[config.mk]
export PLATFORM = sky130hd
export DESIGN_NAME = rtc_ctrl
export DESIGN_NICKNAME = d
export VERILOG_FILES = /design/src/design/rtc_ctrl_pkg.sv /design/src/design/rtc_cap_stepper.sv /design/src/design/rtc_ctrl.sv
export SDC_FILE = /design/constraint.sdc
export NUM_CORES = 1
export LEC_CHECK = 0
export BUFFER_PORTS_ARGS = -buffer_cell sky130_fd_sc_hd__buf_2
export CAP_MARGIN = 20
export CORE_AREA = 2 2 145 147
export DETAILED_ROUTE_END_ITERATION = 8
export DIE_AREA = 0 0 147 149
export GPL_TIMING_DRIVEN = 0
export PLACE_DENSITY = 0.73
export SLEW_MARGIN = 30
export SYNTH_ARGS = -nofsm -noshare
export SYNTH_HDL_FRONTEND = slang
export SYNTH_SLANG_ARGS = --single-unit
[constraint.sdc]
create_clock -name MCLK -period 2.9 [get_ports MCLK]
set_clock_uncertainty 0.1 [all_clocks]
set_input_delay 0.435 -clock MCLK [delete_from_list [all_inputs] [get_ports MCLK]]
set_output_delay 0.435 -clock MCLK [all_outputs]
set_load 0.005 [all_outputs]
[src/design/rtc_ctrl_pkg.sv]
// package for the real-time clock control block: offsets, bit positions, resets, timing
// assumes a single 100 MHz register clock; no imports anywhere
package rtc_ctrl_pkg;

   localparam logic [7:0] OFS_CLOCK_TIMER_CONTROL    = 8'h04;
   localparam logic [7:0] OFS_OSCILLATOR_CONTROL     = 8'h05;
   localparam logic [7:0] OFS_OSCILLATOR_LOAD_CONFIG = 8'h06;
   localparam logic [7:0] OFS_HOLD0                  = 8'h00;
   localparam logic [7:0] OFS_ALARM0                 = 8'h08;

   // clock_timer_control bits
   localparam int B_OSC_ENABLE   = 7;
   localparam int B_MCD_ENABLE   = 6;
   localparam int B_OSC_FAIL     = 5;
   localparam int B_TIMER_RUN    = 4;
   localparam int B_ALARM_ENABLE = 3;
   localparam int B_ALARM_AUTO   = 2;
   localparam int B_SET_CMD      = 1;
   localparam int B_CAPTURE_CMD  = 0;
   // oscillator_control bits
   localparam int B_GAIN_CTRL    = 7;
   localparam int B_XTAL_MODE    = 6;
   localparam int B_BIAS_DOUBLE  = 5;
   localparam int B_XTAL_VALID   = 4;
   // oscillator_load_config bits
   localparam int B_AUTO_STEP    = 7;
   localparam int B_LOAD_READY   = 6;
   localparam int B_LOAD_LSB     = 0;
   localparam int LOAD_W         = 4;

   localparam logic [7:0] RST_CLOCK_TIMER_CONTROL = 8'h00;
   localparam logic [7:0] RST_OSCILLATOR_CONTROL  = 8'h00;
   localparam logic [7:0] RST_LOAD_CONFIG         = 8'h00;

   // missing clock timeout: more than 100 us without an edge
   localparam int CLK_PERIOD_NS  = 10;
   localparam int MCD_TIMEOUT_US = 100;
   localparam int MCD_CYCLES     = (MCD_TIMEOUT_US * 1000) / CLK_PERIOD_NS;

   typedef struct packed
   {
      logic       wr;
      logic       rd;
      logic [7:0] addr;
      logic [7:0] wdata;
   } reg_req_t;

   typedef struct packed
   {
      logic       osc_power;
      logic       gain_ctrl;
      logic       xtal_mode;
      logic       bias_double;
      logic [3:0] load_cap;
   } osc_ctl_t;

endpackage : rtc_ctrl_pkg

[src/design/rtc_cap_stepper.sv]
// load capacitance stepper: walks the applied setting one step per tick toward target
// assumes tick is a one-cycle strobe in the register clock domain
module rtc_cap_stepper #(
   parameter int W = 4
) (
   input  wire logic         MCLK,
   input  wire logic         RSTN,
   input  wire logic         CE,
   input  wire logic         STEP_EN,
   input  wire logic         TICK,
   input  wire logic [W-1:0] TARGET,
   output logic      [W-1:0] APPLIED,
   output logic              READY
);

   logic [W-1:0] cur_ff;
   logic [W-1:0] nxt_cur;
   logic         ready_ff;
   wire          at_target = (cur_ff == TARGET);
   wire          go_up     = (cur_ff < TARGET);

   // stepping only when enabled; otherwise the setting holds where it is
   assign nxt_cur = (!STEP_EN || !TICK || at_target) ? cur_ff :
                    go_up ? W'(cur_ff + 1'b1) : W'(cur_ff - 1'b1);

   always_ff @(posedge MCLK or negedge RSTN)
   begin
      if (!RSTN)
      begin
         cur_ff   <= '0;
         ready_ff <= 1'b0;
      end
      else if (CE)
      begin
         cur_ff   <= nxt_cur;
         ready_ff <= (nxt_cur == TARGET);
      end
   end

   assign APPLIED = cur_ff;
   assign READY   = ready_ff;

endmodule : rtc_cap_stepper

[src/design/rtc_ctrl.sv]
// real-time clock control: control registers, 32-bit timer, alarm, missing clock detect
// assumes a byte register port synchronous to MCLK, oscillator output sampled as data
//
// Operation
// - oscillator and bias power follow the oscillator enable bit 7.
// - missing clock detector works only while bit 6 is set.
// - oscillator stuck high or low beyond 100 us raises fail event.
// - fail flag bit 5 is set by hardware, cleared by host write.
// - timer advances while run bit 4 is one, else holds.
// - running timer increments once per slow oscillator cycle.
// - alarm enable bit 3 gates alarms; writing it clears alarm flag.
// - bit 2 reads alarm flag, writes auto reset enable.
// - alarm flag stays set until the next oscillator tick without a match.
// - writing set bit 1 loads timer; hardware clears bit when done.
// - writing capture bit 0 snapshots timer; hardware clears bit when done.
// - set copies holding bytes to timer; capture copies timer to bytes.
// - oscillator control bit 7 switches automatic gain control.
// - oscillator control bit 6 selects crystal (1) or self-oscillate (0).
// - oscillator control bit 5 enables bias doubling.
// - oscillator control bit 4 is read-only crystal valid.
// - unused bits read zero and ignore writes.
// - load config bit 7 enables automatic capacitance stepping.
// - load config bit 6 reads one once capacitance reaches target.
// - load config bits 3:0 hold the stepping target.
module rtc_ctrl #(
   parameter int MCD_LIMIT = rtc_ctrl_pkg::MCD_CYCLES
) (
   input  wire logic                     MCLK,
   input  wire logic                     RSTN,
   input  wire logic                     CE,
   input  wire rtc_ctrl_pkg::reg_req_t   REQ,
   input  wire logic                     OSC_IN,
   input  wire logic                     XTAL_AMP_OK,
   output logic [7:0]                    RDATA,
   output logic                          RVALID,
   output rtc_ctrl_pkg::osc_ctl_t        OSC_CTL,
   output logic                          OSC_FAIL_EVENT,
   output logic                          ALARM_EVENT,
   output logic [31:0]                   TIMER
);

   logic [7:0]  ctl_ff;
   logic [7:0]  oscc_ff;
   logic [7:0]  loadc_ff;
   logic [31:0] hold_ff;
   logic [31:0] alarm_ff;
   logic [31:0] timer_ff;
   logic [31:0] nxt_timer;
   logic        alarm_flag_ff;
   logic        auto_reset_ff;
   logic        clear_pend_ff;
   logic [2:0]  osc_sync_ff;
   logic [16:0] stuck_ff;
   logic        fail_evt_ff;
   logic        alarm_evt_ff;
   logic [7:0]  rdata_ff;
   logic        rvalid_ff;
   logic        xv_ff;
   logic [3:0]  cap_applied;
   logic        cap_ready;

   wire wr_ctl   = REQ.wr && (REQ.addr == rtc_ctrl_pkg::OFS_CLOCK_TIMER_CONTROL);
   wire wr_oscc  = REQ.wr && (REQ.addr == rtc_ctrl_pkg::OFS_OSCILLATOR_CONTROL);
   wire wr_loadc = REQ.wr && (REQ.addr == rtc_ctrl_pkg::OFS_OSCILLATOR_LOAD_CONFIG);
   wire wr_hold  = REQ.wr && (REQ.addr[7:2] == rtc_ctrl_pkg::OFS_HOLD0[7:2]);
   wire wr_alarm = REQ.wr && (REQ.addr[7:2] == rtc_ctrl_pkg::OFS_ALARM0[7:2]);

   // osc_sync_ff[0] feeds only [1]; edge detect looks at [1] and [2]
   wire osc_edge = osc_sync_ff[2] ^ osc_sync_ff[1];
   wire osc_tick = ctl_ff[rtc_ctrl_pkg::B_OSC_ENABLE] && osc_edge && osc_sync_ff[1];
   wire mcd_on   = ctl_ff[rtc_ctrl_pkg::B_MCD_ENABLE] && ctl_ff[rtc_ctrl_pkg::B_OSC_ENABLE];
   wire stuck_to = mcd_on && (32'(stuck_ff) >= MCD_LIMIT);
   wire alarm_hit = osc_tick && ctl_ff[rtc_ctrl_pkg::B_ALARM_ENABLE] &&
                    (timer_ff == alarm_ff);

   // set/capture act on an oscillator tick, so they are ordered with counting
   wire do_set = osc_tick && ctl_ff[rtc_ctrl_pkg::B_SET_CMD];
   wire do_cap = osc_tick && ctl_ff[rtc_ctrl_pkg::B_CAPTURE_CMD];

   function automatic logic [7:0] byte_of(input logic [31:0] w, input logic [1:0] idx);
      byte_of = w[8*idx +: 8];
   endfunction : byte_of

   always_comb
   begin
      nxt_timer = timer_ff;
      if (osc_tick)
      begin
         if (do_set)
            nxt_timer = hold_ff;
         else if (clear_pend_ff)
            nxt_timer = '0;
         else if (ctl_ff[rtc_ctrl_pkg::B_TIMER_RUN])
            nxt_timer = timer_ff + 32'h0000_0001;
      end
   end

   always_ff @(posedge MCLK or negedge RSTN)
   begin
      if (!RSTN)
      begin
         osc_sync_ff <= 3'h0;
         stuck_ff    <= 17'h00000;
         fail_evt_ff <= 1'b0;
      end
      else if (CE)
      begin
         osc_sync_ff <= {osc_sync_ff[1:0], OSC_IN};
         // counter saturates; a new edge or disable restarts it
         if (!mcd_on || osc_edge)
            stuck_ff <= 17'h00000;
         else if (!stuck_to)
            stuck_ff <= 17'(stuck_ff + 1'b1);
         // fire on the step into the limit only; the counter then sits saturated
         fail_evt_ff <= mcd_on && !osc_edge && (32'(stuck_ff) == MCD_LIMIT - 1);
      end
   end

   always_ff @(posedge MCLK or negedge RSTN)
   begin
      if (!RSTN)
      begin
         ctl_ff        <= rtc_ctrl_pkg::RST_CLOCK_TIMER_CONTROL;
         auto_reset_ff <= 1'b0;
      end
      else if (CE)
      begin
         if (wr_ctl)
         begin
            ctl_ff[7:6]   <= REQ.wdata[7:6];
            ctl_ff[4:3]   <= REQ.wdata[4:3];
            auto_reset_ff <= REQ.wdata[rtc_ctrl_pkg::B_ALARM_AUTO];
         end
         // fail flag: hardware set wins over a host clear in the same cycle
         if (stuck_to)
            ctl_ff[rtc_ctrl_pkg::B_OSC_FAIL] <= 1'b1;
         else if (wr_ctl)
            ctl_ff[rtc_ctrl_pkg::B_OSC_FAIL] <= REQ.wdata[rtc_ctrl_pkg::B_OSC_FAIL];
         // command bits: writing 1 starts, completion clears; writing 0 is ignored
         if (do_set)
            ctl_ff[rtc_ctrl_pkg::B_SET_CMD] <= 1'b0;
         else if (wr_ctl && REQ.wdata[rtc_ctrl_pkg::B_SET_CMD])
            ctl_ff[rtc_ctrl_pkg::B_SET_CMD] <= 1'b1;
         if (do_cap)
            ctl_ff[rtc_ctrl_pkg::B_CAPTURE_CMD] <= 1'b0;
         else if (wr_ctl && REQ.wdata[rtc_ctrl_pkg::B_CAPTURE_CMD])
            ctl_ff[rtc_ctrl_pkg::B_CAPTURE_CMD] <= 1'b1;
         ctl_ff[rtc_ctrl_pkg::B_ALARM_AUTO] <= 1'b0;
      end
   end

   always_ff @(posedge MCLK or negedge RSTN)
   begin
      if (!RSTN)
      begin
         timer_ff      <= 32'h0000_0000;
         hold_ff       <= 32'h0000_0000;
         alarm_ff      <= 32'h0000_0000;
         alarm_flag_ff <= 1'b0;
         alarm_evt_ff  <= 1'b0;
         clear_pend_ff <= 1'b0;
      end
      else if (CE)
      begin
         timer_ff <= nxt_timer;
         if (do_cap)
            hold_ff <= timer_ff;
         else if (wr_hold)
            hold_ff[8*REQ.addr[1:0] +: 8] <= REQ.wdata;
         if (wr_alarm)
            alarm_ff[8*REQ.addr[1:0] +: 8] <= REQ.wdata;
         if (osc_tick)
            clear_pend_ff <= alarm_hit && auto_reset_ff;
         // flag lives until a tick without a match; writing the control register clears it
         if (alarm_hit)
            alarm_flag_ff <= 1'b1;
         else if (osc_tick || wr_ctl)
            alarm_flag_ff <= 1'b0;
         alarm_evt_ff <= alarm_hit;
      end
   end

   always_ff @(posedge MCLK or negedge RSTN)
   begin
      if (!RSTN)
      begin
         oscc_ff  <= rtc_ctrl_pkg::RST_OSCILLATOR_CONTROL;
         loadc_ff <= rtc_ctrl_pkg::RST_LOAD_CONFIG;
         xv_ff    <= 1'b0;
      end
      else if (CE)
      begin
         if (wr_oscc)
            oscc_ff <= {REQ.wdata[7:5], 5'h00};
         if (wr_loadc)
            loadc_ff <= {REQ.wdata[7], 3'h0, REQ.wdata[3:0]};
         xv_ff <= XTAL_AMP_OK && ctl_ff[rtc_ctrl_pkg::B_OSC_ENABLE];
      end
   end

   // stepping runs on oscillator ticks so the analog load sees a slow ramp
   rtc_cap_stepper #(
      .W (rtc_ctrl_pkg::LOAD_W)
   ) u_stepper (
      .MCLK    (MCLK),
      .RSTN    (RSTN),
      .CE      (CE),
      .STEP_EN (loadc_ff[rtc_ctrl_pkg::B_AUTO_STEP]),
      .TICK    (osc_tick),
      .TARGET  (loadc_ff[3:0]),
      .APPLIED (cap_applied),
      .READY   (cap_ready)
   );

   wire [7:0] rd_ctl   = {ctl_ff[7:3], alarm_flag_ff, ctl_ff[1:0]};
   wire [7:0] rd_oscc  = {oscc_ff[7:5], xv_ff, 4'h0};
   wire [7:0] rd_loadc = {loadc_ff[7], cap_ready, 2'h0, loadc_ff[3:0]};
   wire [7:0] rd_mux   =
      (REQ.addr == rtc_ctrl_pkg::OFS_CLOCK_TIMER_CONTROL)    ? rd_ctl   :
      (REQ.addr == rtc_ctrl_pkg::OFS_OSCILLATOR_CONTROL)     ? rd_oscc  :
      (REQ.addr == rtc_ctrl_pkg::OFS_OSCILLATOR_LOAD_CONFIG) ? rd_loadc :
      (REQ.addr[7:2] == rtc_ctrl_pkg::OFS_HOLD0[7:2])        ? byte_of(hold_ff, REQ.addr[1:0]) :
      (REQ.addr[7:2] == rtc_ctrl_pkg::OFS_ALARM0[7:2])       ? byte_of(alarm_ff, REQ.addr[1:0]) :
      8'h00;

   always_ff @(posedge MCLK or negedge RSTN)
   begin
      if (!RSTN)
      begin
         rdata_ff  <= 8'h00;
         rvalid_ff <= 1'b0;
      end
      else if (CE)
      begin
         rvalid_ff <= REQ.rd;
         if (REQ.rd)
            rdata_ff <= rd_mux;
      end
   end

   logic [7:0] osc_out_ff;
   wire [6:0]  nxt_osc_bits = {oscc_ff[7:5], cap_applied};

   always_ff @(posedge MCLK or negedge RSTN)
   begin
      if (!RSTN)
         osc_out_ff <= 8'h00;
      else if (CE)
         osc_out_ff <= {ctl_ff[rtc_ctrl_pkg::B_OSC_ENABLE], nxt_osc_bits};
   end

   assign OSC_CTL        = osc_out_ff;
   assign OSC_FAIL_EVENT = fail_evt_ff;
   assign ALARM_EVENT    = alarm_evt_ff;
   assign TIMER          = timer_ff;
   assign RDATA          = rdata_ff;
   assign RVALID         = rvalid_ff;

   property p_fail_set;
      @(posedge MCLK) disable iff (!RSTN) (CE && stuck_to) |=> ctl_ff[rtc_ctrl_pkg::B_OSC_FAIL];
   endproperty
   a_fail_set: assert property (p_fail_set) else $error("fail flag not set");

   property p_fail_pulse;
      @(posedge MCLK) disable iff (!RSTN) (CE && fail_evt_ff) |=> !fail_evt_ff;
   endproperty
   a_fail_pulse: assert property (p_fail_pulse) else $error("fail event longer than one cycle");

   property p_mcd_off;
      @(posedge MCLK) disable iff (!RSTN) (CE && !mcd_on) |=> (stuck_ff == 17'h00000);
   endproperty
   a_mcd_off: assert property (p_mcd_off) else $error("detector active while off");

   property p_hold;
      @(posedge MCLK) disable iff (!RSTN)
         (CE && !ctl_ff[4] && !do_set && !clear_pend_ff) |=> $stable(timer_ff);
   endproperty
   a_hold: assert property (p_hold) else $error("timer moved while stopped");

   property p_count;
      @(posedge MCLK) disable iff (!RSTN)
         (CE && osc_tick && ctl_ff[4] && !do_set && !clear_pend_ff)
         |=> timer_ff == $past(timer_ff) + 32'h0000_0001;
   endproperty
   a_count: assert property (p_count) else $error("timer did not step");

   property p_autoreset;
      @(posedge MCLK) disable iff (!RSTN)
         (CE && alarm_hit && auto_reset_ff && !do_set) |=> clear_pend_ff;
   endproperty
   a_autoreset: assert property (p_autoreset) else $error("auto reset not armed");

   property p_alarm_flag;
      @(posedge MCLK) disable iff (!RSTN) (CE && alarm_hit) |=> alarm_flag_ff;
   endproperty
   a_alarm_flag: assert property (p_alarm_flag) else $error("alarm flag missing");

   property p_set_done;
      @(posedge MCLK) disable iff (!RSTN) (CE && do_set) |=> (timer_ff == $past(hold_ff))
         && !ctl_ff[rtc_ctrl_pkg::B_SET_CMD];
   endproperty
   a_set_done: assert property (p_set_done) else $error("set did not load");

   property p_cap_done;
      @(posedge MCLK) disable iff (!RSTN) (CE && do_cap) |=> (hold_ff == $past(timer_ff))
         && !ctl_ff[rtc_ctrl_pkg::B_CAPTURE_CMD];
   endproperty
   a_cap_done: assert property (p_cap_done) else $error("capture did not store");

   c_alarm: cover property (@(posedge MCLK) disable iff (!RSTN) alarm_hit);
   c_fail:  cover property (@(posedge MCLK) disable iff (!RSTN) fail_evt_ff);
   c_cap:   cover property (@(posedge MCLK) disable iff (!RSTN) do_cap);

endmodule : rtc_ctrl

==> metrics <==
CTS tree=done; period utilisation layout=0.968; top cell type by total area after synthesis=dfrtp_1; Die W=approximately 150 um; reg2reg setup slack=0.11 ns; initial antenna violation count=0; die footprint=21900 um2; final worst slack=0.0934 ns; routed via count=between 8000 and 9000; Initial Util=0.438; clock root cell=clkbuf_16; # rows=53; max cap viols=0; # IOs=74; WS Path Type=in -> reg; Post-Synthesis Cells=975; clock sinks=159; syn_area_per_cell=9.24 um2; Slew @ Worst Pin=0.946 ns; Clk pwr share=0.473; Post-synth EDFFs=0; DP Cell Count=roughly 1300; Fillers=1900; Fmax=between 300 and 400 MHz; combinational fraction of design power=0.066; RR Endpoint=u_stepper.READY$_DFFE_PN0P_; Final Hold Vio Count=0; Reg power frac=0.462; sequential cell area fraction in the yosys report=0.442; CTS Buffer Depth=2; gpl congestion=1.04; worst-path maximum fanout=11; pwr dens=482 nW/um2; share of cells above drive strength 1=0.176; Setup crit end=alarm_ff[6]$_DFFE_PN0P_; H-Tree Depth=4; placement-stage worst setup slack=-0.978 ns; worst hold path class=in -> reg; Synth area leaders=dfrtp_1 44%, nand2_1 5.6%, o21ai_0 4.2%; Slew HR=0.369; Critical Path Sink Type=flop; crit path from=REQ[9]; internal power=roughly 3.8 mW; static leakage=approximately 4.4 nW; routed length per instance=roughly 21 um; Min Clock Period, post-route=2.81 ns; DPL Wire Length=20900 um; Final Instance Count excl. Fillers=1355; Yosys reg bits=159; Synth top area share=0.442; CP Data Arrival Time=3.08 ns; Async SR Flop Fraction=1.00; first-pass GRT wire length=45100 um; Detailed Route WL=29100 um; clock latency on the worst-skew pair=roughly 0.44 ns; # diodes=0; vias in the first global route=approximately 8000; first drt pass iteration count=6; Synth warnings=0; PortBufs=65; Placement Cell Area=9760 um2; CP startpoint kind=primary input; grt total ovfl=0; Post-route DRC=0; synthesis-to-finish area growth=16.6%; DR vias/cell=6.26; Die H=149 um; largest net degree at the start of global routing=81; DRT iter0 DRCs=1152; clk slew on worst S/H paths=around 0.06 ns; Switch Pwr=1.23 mW; synthesized area=between 9000 and 10000 um2; Net Count, Synth=1014; final net count=1106; R2R cell count=11; area of the core=20600 um2; number of nets with antenna violations after routing=0; main flop type after synthesis=dfrtp_1; Setup-failing EPs final=0; Sw Share=0.244; All-Layer GR Usage=0.268; peak supply drop=0.330 mV; utilization after layout=0.511; final instance area=roughly 11000 um2; Slew Viols, Final=0; Yosys cell types=67; outcome=finished, final reports clean; CTS buffer count=17; worst r2r src=u_stepper.APPLIED[1]$_DFFE_PN0P_; Req. time, crit path=3.17 ns
state kept, by name, indices dropped and copies added (netlist names), 3 cells and up:
signal and count:
TIMER 32, loadc_ff 5, RDATA 8, oscc_ff 3
osc_sync_ff 3, alarm_ff 32, OSC_CTL 8, u_stepper.APPLIED 4
stuck_ff 17, hold_ff 32, ctl_ff 7
final cells by class:
cell class                 count  area [um2]  area share
sequential                   159        3980       0.379
clock buffer                  21         470      0.0448
inverter                      24        90.1     0.00858
multi-input combinational    718        4710       0.448
tap                          275         344      0.0328
buffer                        73         310      0.0295
timing repair buffer          74         445      0.0424
clock inverter                11         154      0.0147
critical path: stages:
cell and delay (ns):
buf_2 0.20, clkbuf_2 0.26, inv_1 0.17, ha_1 0.16, clkbuf_1 0.40, nor3b_2 0.67, and3b_1 0.26, clkbuf_1 0.30
a22o_1 0.19
power groups by stage:
stage	Combinational (mW)	Clock, mW	Sequential [mW]
after floorplan	0.179	0	2.35
after global placement	0.304	0	2.37
after detailed placement	0.323	0	2.37
after CTS	0.328	2.42	2.33
after global routing	0.368	2.50	2.34
final	0.333	2.39	2.34
routing by layer:
layer  vias to the layer above  global-route usage  part of all wire
met5                         -                   0                 0
met4                         0              0.0990             0.030
met3                        75              0.0657             0.097
met2                       486               0.403              0.45
met1                      4161               0.378              0.43
li1                       3760                   -                 -
synth_stat cells (4+ instances only):
master,n
a21oi_1,46
mux2i_1,5
a32oi_1,5
and4_1,7
a22oi_1,16
and3_1,17
and2_1,7
o21ai_0,75
nor2_1,60
a31oi_1,30
xnor2_1,36
or4_1,6
a22o_1,12
o22ai_1,5
o21a_1,4
buf_2,16
nand3_1,47
mux4_2,16
nand2_1,134
mux2_2,23
nor3_1,20
o21ai_1,5
clkbuf_1,53
or3_1,7
nor3b_1,5
inv_1,24
o211ai_1,9
xor2_1,11
nor4_1,15
dfrtp_1,159
nand4_1,31
ha_1,15
how the worst min path moves through the flow:
stage	endpoint	slack, ns	startpoint	cells past startpoint
finish	osc_sync_ff[0]$_DFFE_PN0P_	0.13	OSC_IN	2
global route	osc_sync_ff[0]$_DFFE_PN0P_	0.12	OSC_IN	2
CTS	osc_sync_ff[0]$_DFFE_PN0P_	0.12	OSC_IN	2
detailed placement	TIMER[21]$_DFFE_PN0P_	0.18	RSTN	1
global placement	RDATA[5]$_DFFE_PN0P_	0.36	RDATA[5]$_DFFE_PN0P_	1
floorplan	ALARM_EVENT$_DFFE_PN0P_	0.04	RSTN	0
logic make-up after synthesis:
| kind of cell | Yosys count | synth area share |
|---|---|---|
| simple gates | 378 | 0.210 |
| mux | 44 | 0.0743 |
| compound gates | 233 | 0.161 |
| fa+ha+maj | 16 | 0.0230 |
| flops | 159 | 0.442 |
| xor+xnor | 47 | 0.0457 |
| buf+inv | 98 | 0.0446 |
timing repair:
item,4_1_cts,5_1_grt
endpoints found under the hold margin,22,0
pin swaps,0,9
buffers inserted,0,6
hold buffers,1,0
gates resized for setup,4,12
endpoints found under the setup margin,42,2
cells in the final DEF, fill, tap and decap left out, types with 5 or more instances in the layout:
cell type / synthesis / final
xnor2_1: 36 / 36
and2_1: 7 / 7
dfrtp_1: 159 / 156
ha_1: 15 / 14
a22o_1: 12 / 12
inv_1: 24 / 22
o21ai_1: 5 / 5
mux4_2: 16 / 16
xor2_1: 11 / 11
or4_1: 6 / 6
a32oi_1: 5 / 5
nand2_1: 134 / 134
nor4_1: 15 / 14
o211ai_1: 9 / 9
nand3_1: 47 / 47
a21oi_1: 46 / 45
buf_2: 16 / 80
and4_1: 7 / 7
and3_1: 17 / 17
buf_4: 1 / 7
mux2i_1: 5 / 5
mux2_2: 23 / 23
clkbuf_16: 0 / 17
nor3_1: 20 / 19
clkbuf_1: 53 / 51
nor2_1: 60 / 60
o22ai_1: 5 / 5
nand4_1: 31 / 31
a31oi_1: 30 / 30
o21ai_0: 75 / 75
or3_1: 7 / 7
a22oi_1: 16 / 16
metrics by stage:
step	hold slack, ns	power, mW	setup TNS, ns
floorplan	0.0394	2.53	0
global placement	0.364	2.68	-223.55
detailed placement	0.184	2.70	-40.94
CTS	0.118	5.08	0
global route	0.123	5.21	-0.0688
finish	0.127	5.06	0
No activity file was read; power rests on OpenSTA's default activity.
